**config.mk**
```make
export PLATFORM = sky130hd
export DESIGN_NAME = tpc_timer16
export DESIGN_NICKNAME = d
export VERILOG_FILES = /design/src/tpc_pkg.sv /design/src/tpc_timer16.sv
export SDC_FILE = /design/constraint.sdc
export NUM_CORES = 1
export LEC_CHECK = 0
export BUFFER_PORTS_ARGS = -buffer_cell sky130_fd_sc_hd__buf_2
export CORE_ASPECT_RATIO = 2
export CORE_MARGIN = 2
export CORE_UTILIZATION = 30
export CTS_CLUSTER_SIZE = 10
export DETAILED_ROUTE_END_ITERATION = 12
export PLACE_DENSITY = 0.48
export SYNTH_ARGS = -nofsm -noshare
export SYNTH_HDL_FRONTEND = slang
export SYNTH_SLANG_ARGS = --single-unit
```
**constraint.sdc**
```tcl
create_clock -name clk_i -period 5.05 [get_ports clk_i]
set_input_delay 1.01 -clock clk_i [delete_from_list [all_inputs] [get_ports clk_i]]
set_output_delay 1.01 -clock clk_i [all_outputs]
set_load 0.02 [all_outputs]
```
**src/tpc_pkg.sv**
```systemverilog
// constants, layouts and state type of the 16-bit timer/pwm/capture channel
// Contract
// [RQ1] control bit 19 routes the timer pin function to the alternate pin when set
// [RQ2] control bit 15 set makes the timer pin a programmable clock output
// [RQ3] control bits 14 and 13 enable the pwm waveform on outputs a and b
// [RQ4] control bits 12 and 11 invert pwm output a and b when set
// [RQ5] control bits 10..8 divide the count clock by two to that power
// [RQ6] control bit 1 picks peripheral clock (0) or timer pin input (1)
// [RQ7] control bit 7 starts the counter when set, stops it when clear
// [RQ8] control bit 6 set lets the event pin level choose up or down counting
// [RQ9] reload mode: bit 5 set makes an event pin falling edge reload the counter; the code does no such reload while bit 6 is set
// [RQ10] capture mode: bit 5 and bit 4 set, event pin fall captures into fall register
// [RQ11] bit 4 picks the falling capture source in capture mode only
// [RQ12] bit 3 set: timer pin falling edge captures count and sets fall flag
// [RQ13] bit 2 set: timer pin rising edge captures count and sets rise flag
// [RQ14] bit 0 picks reload (0) or capture (1); duty and capture share addresses
// [RQ15] count register holds the 16-bit counter, software readable and writable
// [RQ16] overflow or enabled event pin fall loads the reload value into the counter
// [RQ17] fall, rise and overflow flags set by hardware, cleared by writing one
// [RQ18] a capture register is not overwritten while its flag stays set
// [RQ19] pwm high width equals the duty value in timer clocks
// [RQ20] enable bits 6 and 5 request dma on each new fall or rise capture
// [RQ21] enable bit 4 requests dma on every overflow
// [RQ22] enable bit 3 gates the falling edge interrupt source
// [RQ23] interrupt only when flag, its own enable and master enable are all set
// [RQ24] pwm mode counts up from 0, wraps to 0 after the reload value
// [RQ25] timer up counts to 0xffff; down counts from 0xffff to the loaded value
// [RQ26] software never enables pwm capture and pwm output together
// [RQ27] reserved bits read zero and writes to them do nothing
package tpc_pkg;
    localparam logic [7:0]  TPC_OFF_CTRL   = 8'h00;
    localparam logic [7:0]  TPC_OFF_COUNT  = 8'h04;
    localparam logic [7:0]  TPC_OFF_RELOAD = 8'h08;
    localparam logic [7:0]  TPC_OFF_FLAG   = 8'h0C;
    localparam logic [7:0]  TPC_OFF_DUTY_A = 8'h10;
    localparam logic [7:0]  TPC_OFF_DUTY_B = 8'h14;
    localparam logic [7:0]  TPC_OFF_IDE    = 8'h18;

    localparam logic [31:0] TPC_CTRL_MASK  = 32'h0008_FFFF;
    localparam logic [31:0] TPC_RST_WORD   = 32'h0000_0000;
    localparam logic [15:0] TPC_CNT_MAX    = 16'hFFFF;
    localparam logic [15:0] TPC_CNT_ZERO   = 16'h0000;

    localparam int TPC_B_REMAP    = 19;
    localparam int TPC_B_CLKOUT   = 15;
    localparam int TPC_B_PWMA_EN  = 14;
    localparam int TPC_B_PWMB_EN  = 13;
    localparam int TPC_B_PWMA_INV = 12;
    localparam int TPC_B_PWMB_INV = 11;
    localparam int TPC_B_PSC_HI   = 10;
    localparam int TPC_B_PSC_LO   = 8;
    localparam int TPC_B_RUN      = 7;
    localparam int TPC_B_UPDOWN   = 6;
    localparam int TPC_B_EXT_EN   = 5;
    localparam int TPC_B_FALL_SRC = 4;
    localparam int TPC_B_FALL_EN  = 3;
    localparam int TPC_B_RISE_EN  = 2;
    localparam int TPC_B_TIMER_COUNTER_SEL    = 1;
    localparam int TPC_B_CAPMODE  = 0;

    localparam int TPC_F_FALL = 2;
    localparam int TPC_F_RISE = 1;
    localparam int TPC_F_OVF  = 0;

    localparam int TPC_E_DMA_FALL = 6;
    localparam int TPC_E_DMA_RISE = 5;
    localparam int TPC_E_DMA_OVF  = 4;
    localparam int TPC_E_IRQ_FALL = 3;
    localparam int TPC_E_IRQ_RISE = 2;
    localparam int TPC_E_IRQ_OVF  = 1;
    localparam int TPC_E_IRQ_MSTR = 0;

    typedef struct packed {
        logic [7:0]  addr;
        logic [31:0] wdata;
        logic        wr;
        logic        rd;
    } tpc_bus_req_t;

    typedef struct packed {
        logic [31:0] ctrl;
        logic [15:0] cnt;
        logic [15:0] reload_value;
        logic [15:0] duty_a;
        logic [15:0] duty_b;
        logic [15:0] rise_capture_value;
        logic [15:0] fall_capture_value;
        logic [6:0]  ide;
        logic [2:0]  flags;
        logic [6:0]  psc;
        logic        io_q;
        logic        ext_q;
        logic        clk_tog;
        logic        io_out;
        logic        io_oe;
        logic        io_alt_oe;
        logic        pwm_a;
        logic        pwm_b;
        logic        pwm_b_oe;
        logic        irq;
        logic        dma_ovf;
        logic        dma_rise;
        logic        dma_fall;
        logic [31:0] rdata;
    } tpc_state_t;
endpackage

```
**src/tpc_timer16.sv**
```systemverilog
// one 16-bit timer channel: prescaler, reload, pwm a/b, edge capture, dma and irq requests
//
// The placing of the registers and the plain strobed port are this design's own decisions.
`timescale 1ns/100ps
module tpc_timer16
    import tpc_pkg::*;
#(
    parameter bit REMAP_PRESENT = 1'b1
) (
    input  wire logic         clk_i,
    input  wire logic         resetn_i,
    input  wire logic         ce_i,
    input  wire tpc_bus_req_t bus_i,
    output logic [31:0]       rdata_o,
    input  wire logic         timer_io_i,
    input  wire logic         timer_io_alt_i,
    input  wire logic         timer_ext_i,
    output logic              timer_io_o,
    output logic              timer_io_oe_o,
    output logic              timer_io_alt_oe_o,
    output logic              pwm_out_a_o,
    output logic              pwm_out_b_o,
    output logic              pwm_out_b_oe_o,
    output logic              irq_o,
    output logic              dma_ovf_req_o,
    output logic              dma_rise_req_o,
    output logic              dma_fall_req_o
);
    tpc_state_t r;
    tpc_state_t next_r;

    // duty and capture share an address; the mode bit picks which one is seen
    function automatic logic [31:0] rd_mux(input tpc_state_t s, input logic [7:0] a);
        logic [31:0] v;
        v = TPC_RST_WORD;
        unique case (a)
            TPC_OFF_CTRL:   v = s.ctrl;
            TPC_OFF_COUNT:  v = {16'h0000, s.cnt};
            TPC_OFF_RELOAD: v = {16'h0000, s.reload_value};
            TPC_OFF_FLAG:   v = {29'h0, s.flags};
            TPC_OFF_DUTY_A: v = {16'h0000, s.ctrl[TPC_B_CAPMODE] ? s.rise_capture_value : s.duty_a}; // [RQ14]
            TPC_OFF_DUTY_B: v = {16'h0000, s.ctrl[TPC_B_CAPMODE] ? s.fall_capture_value : s.duty_b}; // [RQ14]
            TPC_OFF_IDE:    v = {25'h0, s.ide};
            default:        v = TPC_RST_WORD;
        endcase
        return v;
    endfunction

    logic        io_now;
    logic        io_rise;
    logic        io_fall;
    logic        ext_fall;
    logic        src_tick;
    logic        tick;
    logic        ovf;
    logic        cap_mode;
    logic        pwm_mode;
    logic        count_down;
    logic        fall_ev;
    logic        rise_ev;
    logic        ext_reload;
    logic        wr_ok;
    logic [6:0]  psc_limit;
    logic [2:0]  flag_set;
    logic [2:0]  flag_clr;
    logic [2:0]  irq_en;
    logic [15:0] cnt_hw;

    always_comb begin
        next_r     = r;
        cap_mode   = r.ctrl[TPC_B_CAPMODE];
        // selected pin only; the other pad is left as plain input
        io_now     = (REMAP_PRESENT && r.ctrl[TPC_B_REMAP]) ? timer_io_alt_i : timer_io_i; // [RQ1]
        io_rise    = io_now & ~r.io_q;
        io_fall    = ~io_now & r.io_q;
        ext_fall   = ~timer_ext_i & r.ext_q;
        next_r.io_q  = io_now;
        next_r.ext_q = timer_ext_i;

        // prescaler counts source ticks and fires every 2^n of them
        src_tick  = r.ctrl[TPC_B_TIMER_COUNTER_SEL] ? io_rise : 1'b1; // [RQ6]
        psc_limit = 7'h7F >> (3'd7 - r.ctrl[TPC_B_PSC_HI:TPC_B_PSC_LO]); // [RQ5]
        tick      = 1'b0;
        if (r.ctrl[TPC_B_RUN] && src_tick) begin // [RQ7]
            if (r.psc >= psc_limit) begin
                next_r.psc = 7'h00;
                tick       = 1'b1;
            end else begin
                next_r.psc = r.psc + 7'h01;
            end
        end

        pwm_mode   = !cap_mode && (r.ctrl[TPC_B_PWMA_EN] || r.ctrl[TPC_B_PWMB_EN]);
        count_down = r.ctrl[TPC_B_UPDOWN] && !timer_ext_i && !pwm_mode; // [RQ8]
        ovf        = 1'b0;
        cnt_hw     = r.cnt;
        if (tick) begin
            if (pwm_mode) begin
                if (r.cnt == r.reload_value) begin // [RQ24]
                    cnt_hw = TPC_CNT_ZERO;
                    ovf    = 1'b1;
                end else begin
                    cnt_hw = r.cnt + 16'h0001;
                end
            end else if (count_down) begin
                if (r.cnt == r.reload_value) begin // [RQ25]
                    cnt_hw = TPC_CNT_MAX;
                    ovf    = 1'b1;
                end else begin
                    cnt_hw = r.cnt - 16'h0001;
                end
            end else begin
                if (r.cnt == TPC_CNT_MAX) begin // [RQ25]
                    cnt_hw = r.reload_value; // [RQ16]
                    ovf    = 1'b1;
                end else begin
                    cnt_hw = r.cnt + 16'h0001;
                end
            end
        end

        // event pin is the direction input in up/down mode, so no reload then
        ext_reload = !cap_mode && r.ctrl[TPC_B_EXT_EN] && !r.ctrl[TPC_B_UPDOWN]
                     && ext_fall; // [RQ9]
        if (ext_reload) begin
            cnt_hw = r.reload_value; // [RQ16]
        end

        fall_ev = cap_mode && (r.ctrl[TPC_B_FALL_SRC] ?
                  (r.ctrl[TPC_B_EXT_EN] && ext_fall) : // [RQ10] [RQ11]
                  (r.ctrl[TPC_B_FALL_EN] && io_fall)); // [RQ12]
        rise_ev = cap_mode && r.ctrl[TPC_B_RISE_EN] && io_rise; // [RQ13]

        flag_set         = 3'b000;
        flag_set[TPC_F_OVF] = ovf;
        next_r.dma_ovf   = ovf && r.ide[TPC_E_DMA_OVF]; // [RQ21]
        next_r.dma_fall  = 1'b0;
        next_r.dma_rise  = 1'b0;
        if (ext_reload) begin
            flag_set[TPC_F_FALL] = 1'b1;
        end
        // a pending flag protects the captured value until software acks it
        if (fall_ev && !r.flags[TPC_F_FALL]) begin // [RQ18]
            next_r.fall_capture_value          = r.cnt;
            flag_set[TPC_F_FALL] = 1'b1;
            next_r.dma_fall      = r.ide[TPC_E_DMA_FALL]; // [RQ20]
        end
        if (rise_ev && !r.flags[TPC_F_RISE]) begin // [RQ18]
            next_r.rise_capture_value          = r.cnt;
            flag_set[TPC_F_RISE] = 1'b1;
            next_r.dma_rise      = r.ide[TPC_E_DMA_RISE]; // [RQ20]
        end

        next_r.cnt = cnt_hw;
        flag_clr   = 3'b000;
        wr_ok      = bus_i.wr;
        if (wr_ok) begin
            unique case (bus_i.addr)
                TPC_OFF_CTRL:   next_r.ctrl = bus_i.wdata & TPC_CTRL_MASK; // [RQ27]
                TPC_OFF_COUNT:  next_r.cnt  = bus_i.wdata[15:0]; // [RQ15]
                TPC_OFF_RELOAD: next_r.reload_value  = bus_i.wdata[15:0];
                TPC_OFF_FLAG:   flag_clr    = bus_i.wdata[2:0];
                TPC_OFF_DUTY_A: begin
                    if (cap_mode) begin
                        next_r.rise_capture_value = bus_i.wdata[15:0]; // [RQ14]
                    end else begin
                        next_r.duty_a = bus_i.wdata[15:0];
                    end
                end
                TPC_OFF_DUTY_B: begin
                    if (cap_mode) begin
                        next_r.fall_capture_value = bus_i.wdata[15:0]; // [RQ14]
                    end else begin
                        next_r.duty_b = bus_i.wdata[15:0];
                    end
                end
                TPC_OFF_IDE:    next_r.ide = bus_i.wdata[6:0]; // [RQ27]
                default: ;
            endcase
        end
        // set beats a same-cycle clear so no event is lost
        next_r.flags = (r.flags & ~flag_clr) | flag_set; // [RQ17]

        irq_en = {r.ide[TPC_E_IRQ_FALL], r.ide[TPC_E_IRQ_RISE], r.ide[TPC_E_IRQ_OVF]}; // [RQ22]
        next_r.irq = r.ide[TPC_E_IRQ_MSTR] && |(r.flags & irq_en); // [RQ23]

        // high while count is below duty: high width is exactly duty ticks
        next_r.pwm_a = r.ctrl[TPC_B_PWMA_EN] && !cap_mode &&
                       ((r.cnt < r.duty_a) ^ r.ctrl[TPC_B_PWMA_INV]); // [RQ3] [RQ4] [RQ19]
        next_r.pwm_b = r.ctrl[TPC_B_PWMB_EN] && !cap_mode &&
                       ((r.cnt < r.duty_b) ^ r.ctrl[TPC_B_PWMB_INV]); // [RQ3] [RQ4] [RQ19]
        next_r.pwm_b_oe = r.ctrl[TPC_B_PWMB_EN] && !cap_mode; // [RQ3]

        if (ovf) begin
            next_r.clk_tog = ~r.clk_tog;
        end
        next_r.io_out = r.ctrl[TPC_B_CLKOUT] ? r.clk_tog : next_r.pwm_a; // [RQ2]
        next_r.io_oe  = r.ctrl[TPC_B_CLKOUT] ||
                        (r.ctrl[TPC_B_PWMA_EN] && !cap_mode); // [RQ2] [RQ3]
        next_r.io_alt_oe = next_r.io_oe && REMAP_PRESENT && r.ctrl[TPC_B_REMAP]; // [RQ1]
        if (next_r.io_alt_oe) begin
            next_r.io_oe = 1'b0;
        end

        next_r.rdata = bus_i.rd ? rd_mux(r, bus_i.addr) : TPC_RST_WORD; // [RQ27]
    end

    always_ff @(posedge clk_i or negedge resetn_i) begin
        if (!resetn_i) begin
            r <= '0;
        end else if (ce_i) begin
            r <= next_r;
        end
    end

    assign rdata_o           = r.rdata;
    assign timer_io_o        = r.io_out;
    assign timer_io_oe_o     = r.io_oe;
    assign timer_io_alt_oe_o = r.io_alt_oe;
    assign pwm_out_a_o       = r.pwm_a;
    assign pwm_out_b_o       = r.pwm_b;
    assign pwm_out_b_oe_o    = r.pwm_b_oe;
    assign irq_o             = r.irq;
    assign dma_ovf_req_o     = r.dma_ovf;
    assign dma_rise_req_o    = r.dma_rise;
    assign dma_fall_req_o    = r.dma_fall;
endmodule

```
==> results.yml <==
route:
  wire_per_inst_um: 25.1
  drc_errors: 0
  drtAntennaViolNets: 0
  vias: 9090
  vias_per_cell: 5.73
  drt-initial-drc-count: 618
  drt-total-wl_um: 39800
  drt_first_pass_iters: 5
synthesis:
  synth_top_cell_by_area: "dfrtp_1"
  synth.top_cell.area_share_pct: 38.9
  synth.distinct_cells: 74
  dominantRegCellSynth: "dfrtp_1"
  synth_edf_count: 0
  ys_warn_count: 0
  ys_async_sr_fraction_pct: 100
  netlist_area_um2: 10300
  synth_seq_area_share_pct: 38.9
  synth_area_per_cell_um2: 9.16
  syn_inst: 1125
  ys_top_cells_by_area: "dfrtp_1 39%, mux2_2 6.7%, ha_1 4.9%"
  synth_seq_cells: 160
finish:
  fillers: 3591
  post-route-util_pct: 33.3
  nNetsFinal: 1221
  synthToLayoutAreaGrowth_pct: 10.4
  final_cells: 1586
  diodes: 0
  design_area_um2: 11400
  drive_above_1_share_pct: 17.5
  final_common_cell: "dfrtp_1"
  layout_common_cells: "159 x dfrtp_1, 97 x a21oi_1, 85 x nor2_1"
floorplanning:
  coreArea_um2: 34100
  start_util_pct: 30.2
  rows: 96
  ios: 90
  fp.dieArea_um2: 35900
  fp.dieH_um: 266
  die_w_um: 135
timing:
  final_max_slew_viol_count: 0
  setup_viol: 0
  fin_crit_sh_pct: 66.2
  min_period_ns: 3.34
  timing.fmax_ghz: 0.299
  hold_violations: 0
  whs_ns: 0.470
  final.setup.tns_ns: 0
  rsz0062_at_grt: "false"
  skew_ns: 0.0136
  slew_headroom_pct: 30.9
  tightest_slew_ns: 1.03
  fin_ws_ns: 1.71
clocking:
  clkTransAtPathRegs_ns: 0.07
  cts_root_buf: "clkbuf_16"
  cts_tree: "done"
  cts_max_level: 4
  ctsResizeCount: 0
  numCtsBuffers: 17
  clockBufferDepth: 2
  hold_buffers: 0
  clock-sinks: 160
  post_cts_buffers: 0
  clock_latency_ns: 0.46
worst_setup_path:
  rr_worst_depth: 9
  cp_top_family: "simple AND/OR/NAND/NOR gates"
  crit_type: "input pin to flip-flop"
  max_stage_delay_ns: 0.66
  crit_buf_inv: 2
  worstPathRequired_ns: 5.42
  crit_cells: 9
  slowest_stage: "nand2b_1"
  cp_data_arrival_time_ns: 3.72
  cp-start-kind: "input pin"
  endpoint_kind: "flip-flop"
  worstPathMaxFanout: 18
  path_cells: "buf_2 > nor3_2 > nand2_1 > nor2_4 > nand3_4 > nand2b_1 > buf_4 > o22ai_1 > a21oi_1"
global_routing:
  grt.total_usage_pct: 22.5
  grt_use_met1_pct: 22.3
  met2_usage_pct: 41.6
  grt_max_degree: 101
  grt_pass1_vias: 9219
  grt_pass1_wl_um: 58900
  use_met3_pct: 3.23
  grt-ovfl-total: 0
  grt_antenna_before_repair: 0
  gr-max-usage-layer: "met2"
power:
  finalPower_mw: 3.58
  peakVddDrop_mv: 0.245
  power_density_nw_per_um2: 315
  p_leak_nw: 4.86
placement:
  dp.cells: 1555
  place_area_um2: 10800
  gp_congestion: 0.896
  io_buffers: 59
  dpl.hpwl_um: 28600
  dp_slack_ns: 1.29
status:
  outcome: "finished clean"
flow_run:
  cap_violations: 0
hold_path:
  whs_path_depth: 1
  hold_class: "flip-flop to flip-flop"
==> final cells by class <==
type / instances / area [um2] / share of cell area [%]
Sequential cell: 160 / 4010 / 35.2
Inverter: 45 / 169 / 1.48
Multi-Input combinational cell: 823 / 5600 / 49.2
Timing Repair Buffer: 86 / 517 / 4.54
Clock buffer: 23 / 448 / 3.94
Tap cell: 441 / 552 / 4.85
Clock inverter: 8 / 83.8 / 0.737
==> synthesized netlist by cell type, types with 3 or more instances <==
master and n:
a31oi_1 11, nor3_2 3, o21ai_0 50, o22ai_1 44
a32oi_1 3, nor4_1 7, mux2i_1 31, o2111ai_1 5
buf_2 19, dfrtp_1 160, mux2_2 61, nand3b_1 5
inv_1 44, a221oi_1 11, nor3_1 19, xor2_1 16
nor2_1 85, a211oi_1 13, a222oi_1 4, nand3_2 3
or3_1 10, clkbuf_1 49, a21oi_1 97, o2bb2ai_1 12
a2111oi_0 3, nor2b_1 4, buf_1 6, buf_4 35
nand2b_1 8, and3_1 12, nand4_1 16, ha_1 40
nand2_1 76, a21o_1 21, a22oi_1 14, nor2_2 5
or2_2 3, o31ai_1 6, nand3_1 29, xnor2_1 31
o211ai_1 7, and4_1 4
==> power by group <==
part	internal [mW]	total (mW)	switching (mW)
logic	0.330	0.831	0.501
clock network	0.677	1.23	0.551
registers	1.35	1.52	0.176
total	2.36	3.58	1.23
==> layer usage <==
layer  part of all wire, %  up-vias
met5                     0        -
met4                   8.0        0
met3                   3.4      125
met2                    54      344
met1                    35     4540
li1                      -     4081
==> path summary, 6_finish.rpt <==
path,to,startpoint,slack [ns]
max,r[73],bus_i[39],1.71
max in group asynchronous,cap_mode,resetn_i,3.50
min reg2reg,r[42],r[42],0.47
max reg2reg,r[146],r[168],1.78
min in group asynchronous,rdata_o[0],resetn_i,0.52
min,r[42],r[42],0.47
==> cells by family (layout without fill, tap and decap cells) <==
| logic type | count (synthesis) | after routing | share of synthesized area (%) |
|---|---|---|---|
| xor gates and xnor gates | 47 | 47 | 4.00 |
| buffers and inverters | 156 | 162 | 7.33 |
| and+or+nand+nor | 305 | 305 | 15.1 |
| muxes | 92 | 92 | 9.68 |
| AOI/OAI and AO/OA | 324 | 324 | 20.2 |
| other | 1 | 15 | 0.0364 |
| DFF | 160 | 160 | 38.9 |
| adders and majority gates | 40 | 40 | 4.86 |
==> state kept, by name, indices dropped and copies added (netlist names) <==
register           cells
pwm_out_b_oe_o         1
irq_o                  1
irq_en                 3
dma_fall_req_o         1
dma_rise_req_o         1
cap_mode               1
pwm_out_a_o            1
timer_io_oe_o          1
timer_io_alt_oe_o      1
r                    129
rdata_o               17
pwm_out_b_o            1
timer_io_o             1
dma_ovf_req_o          1
Power figures use the tool's default switching activity.
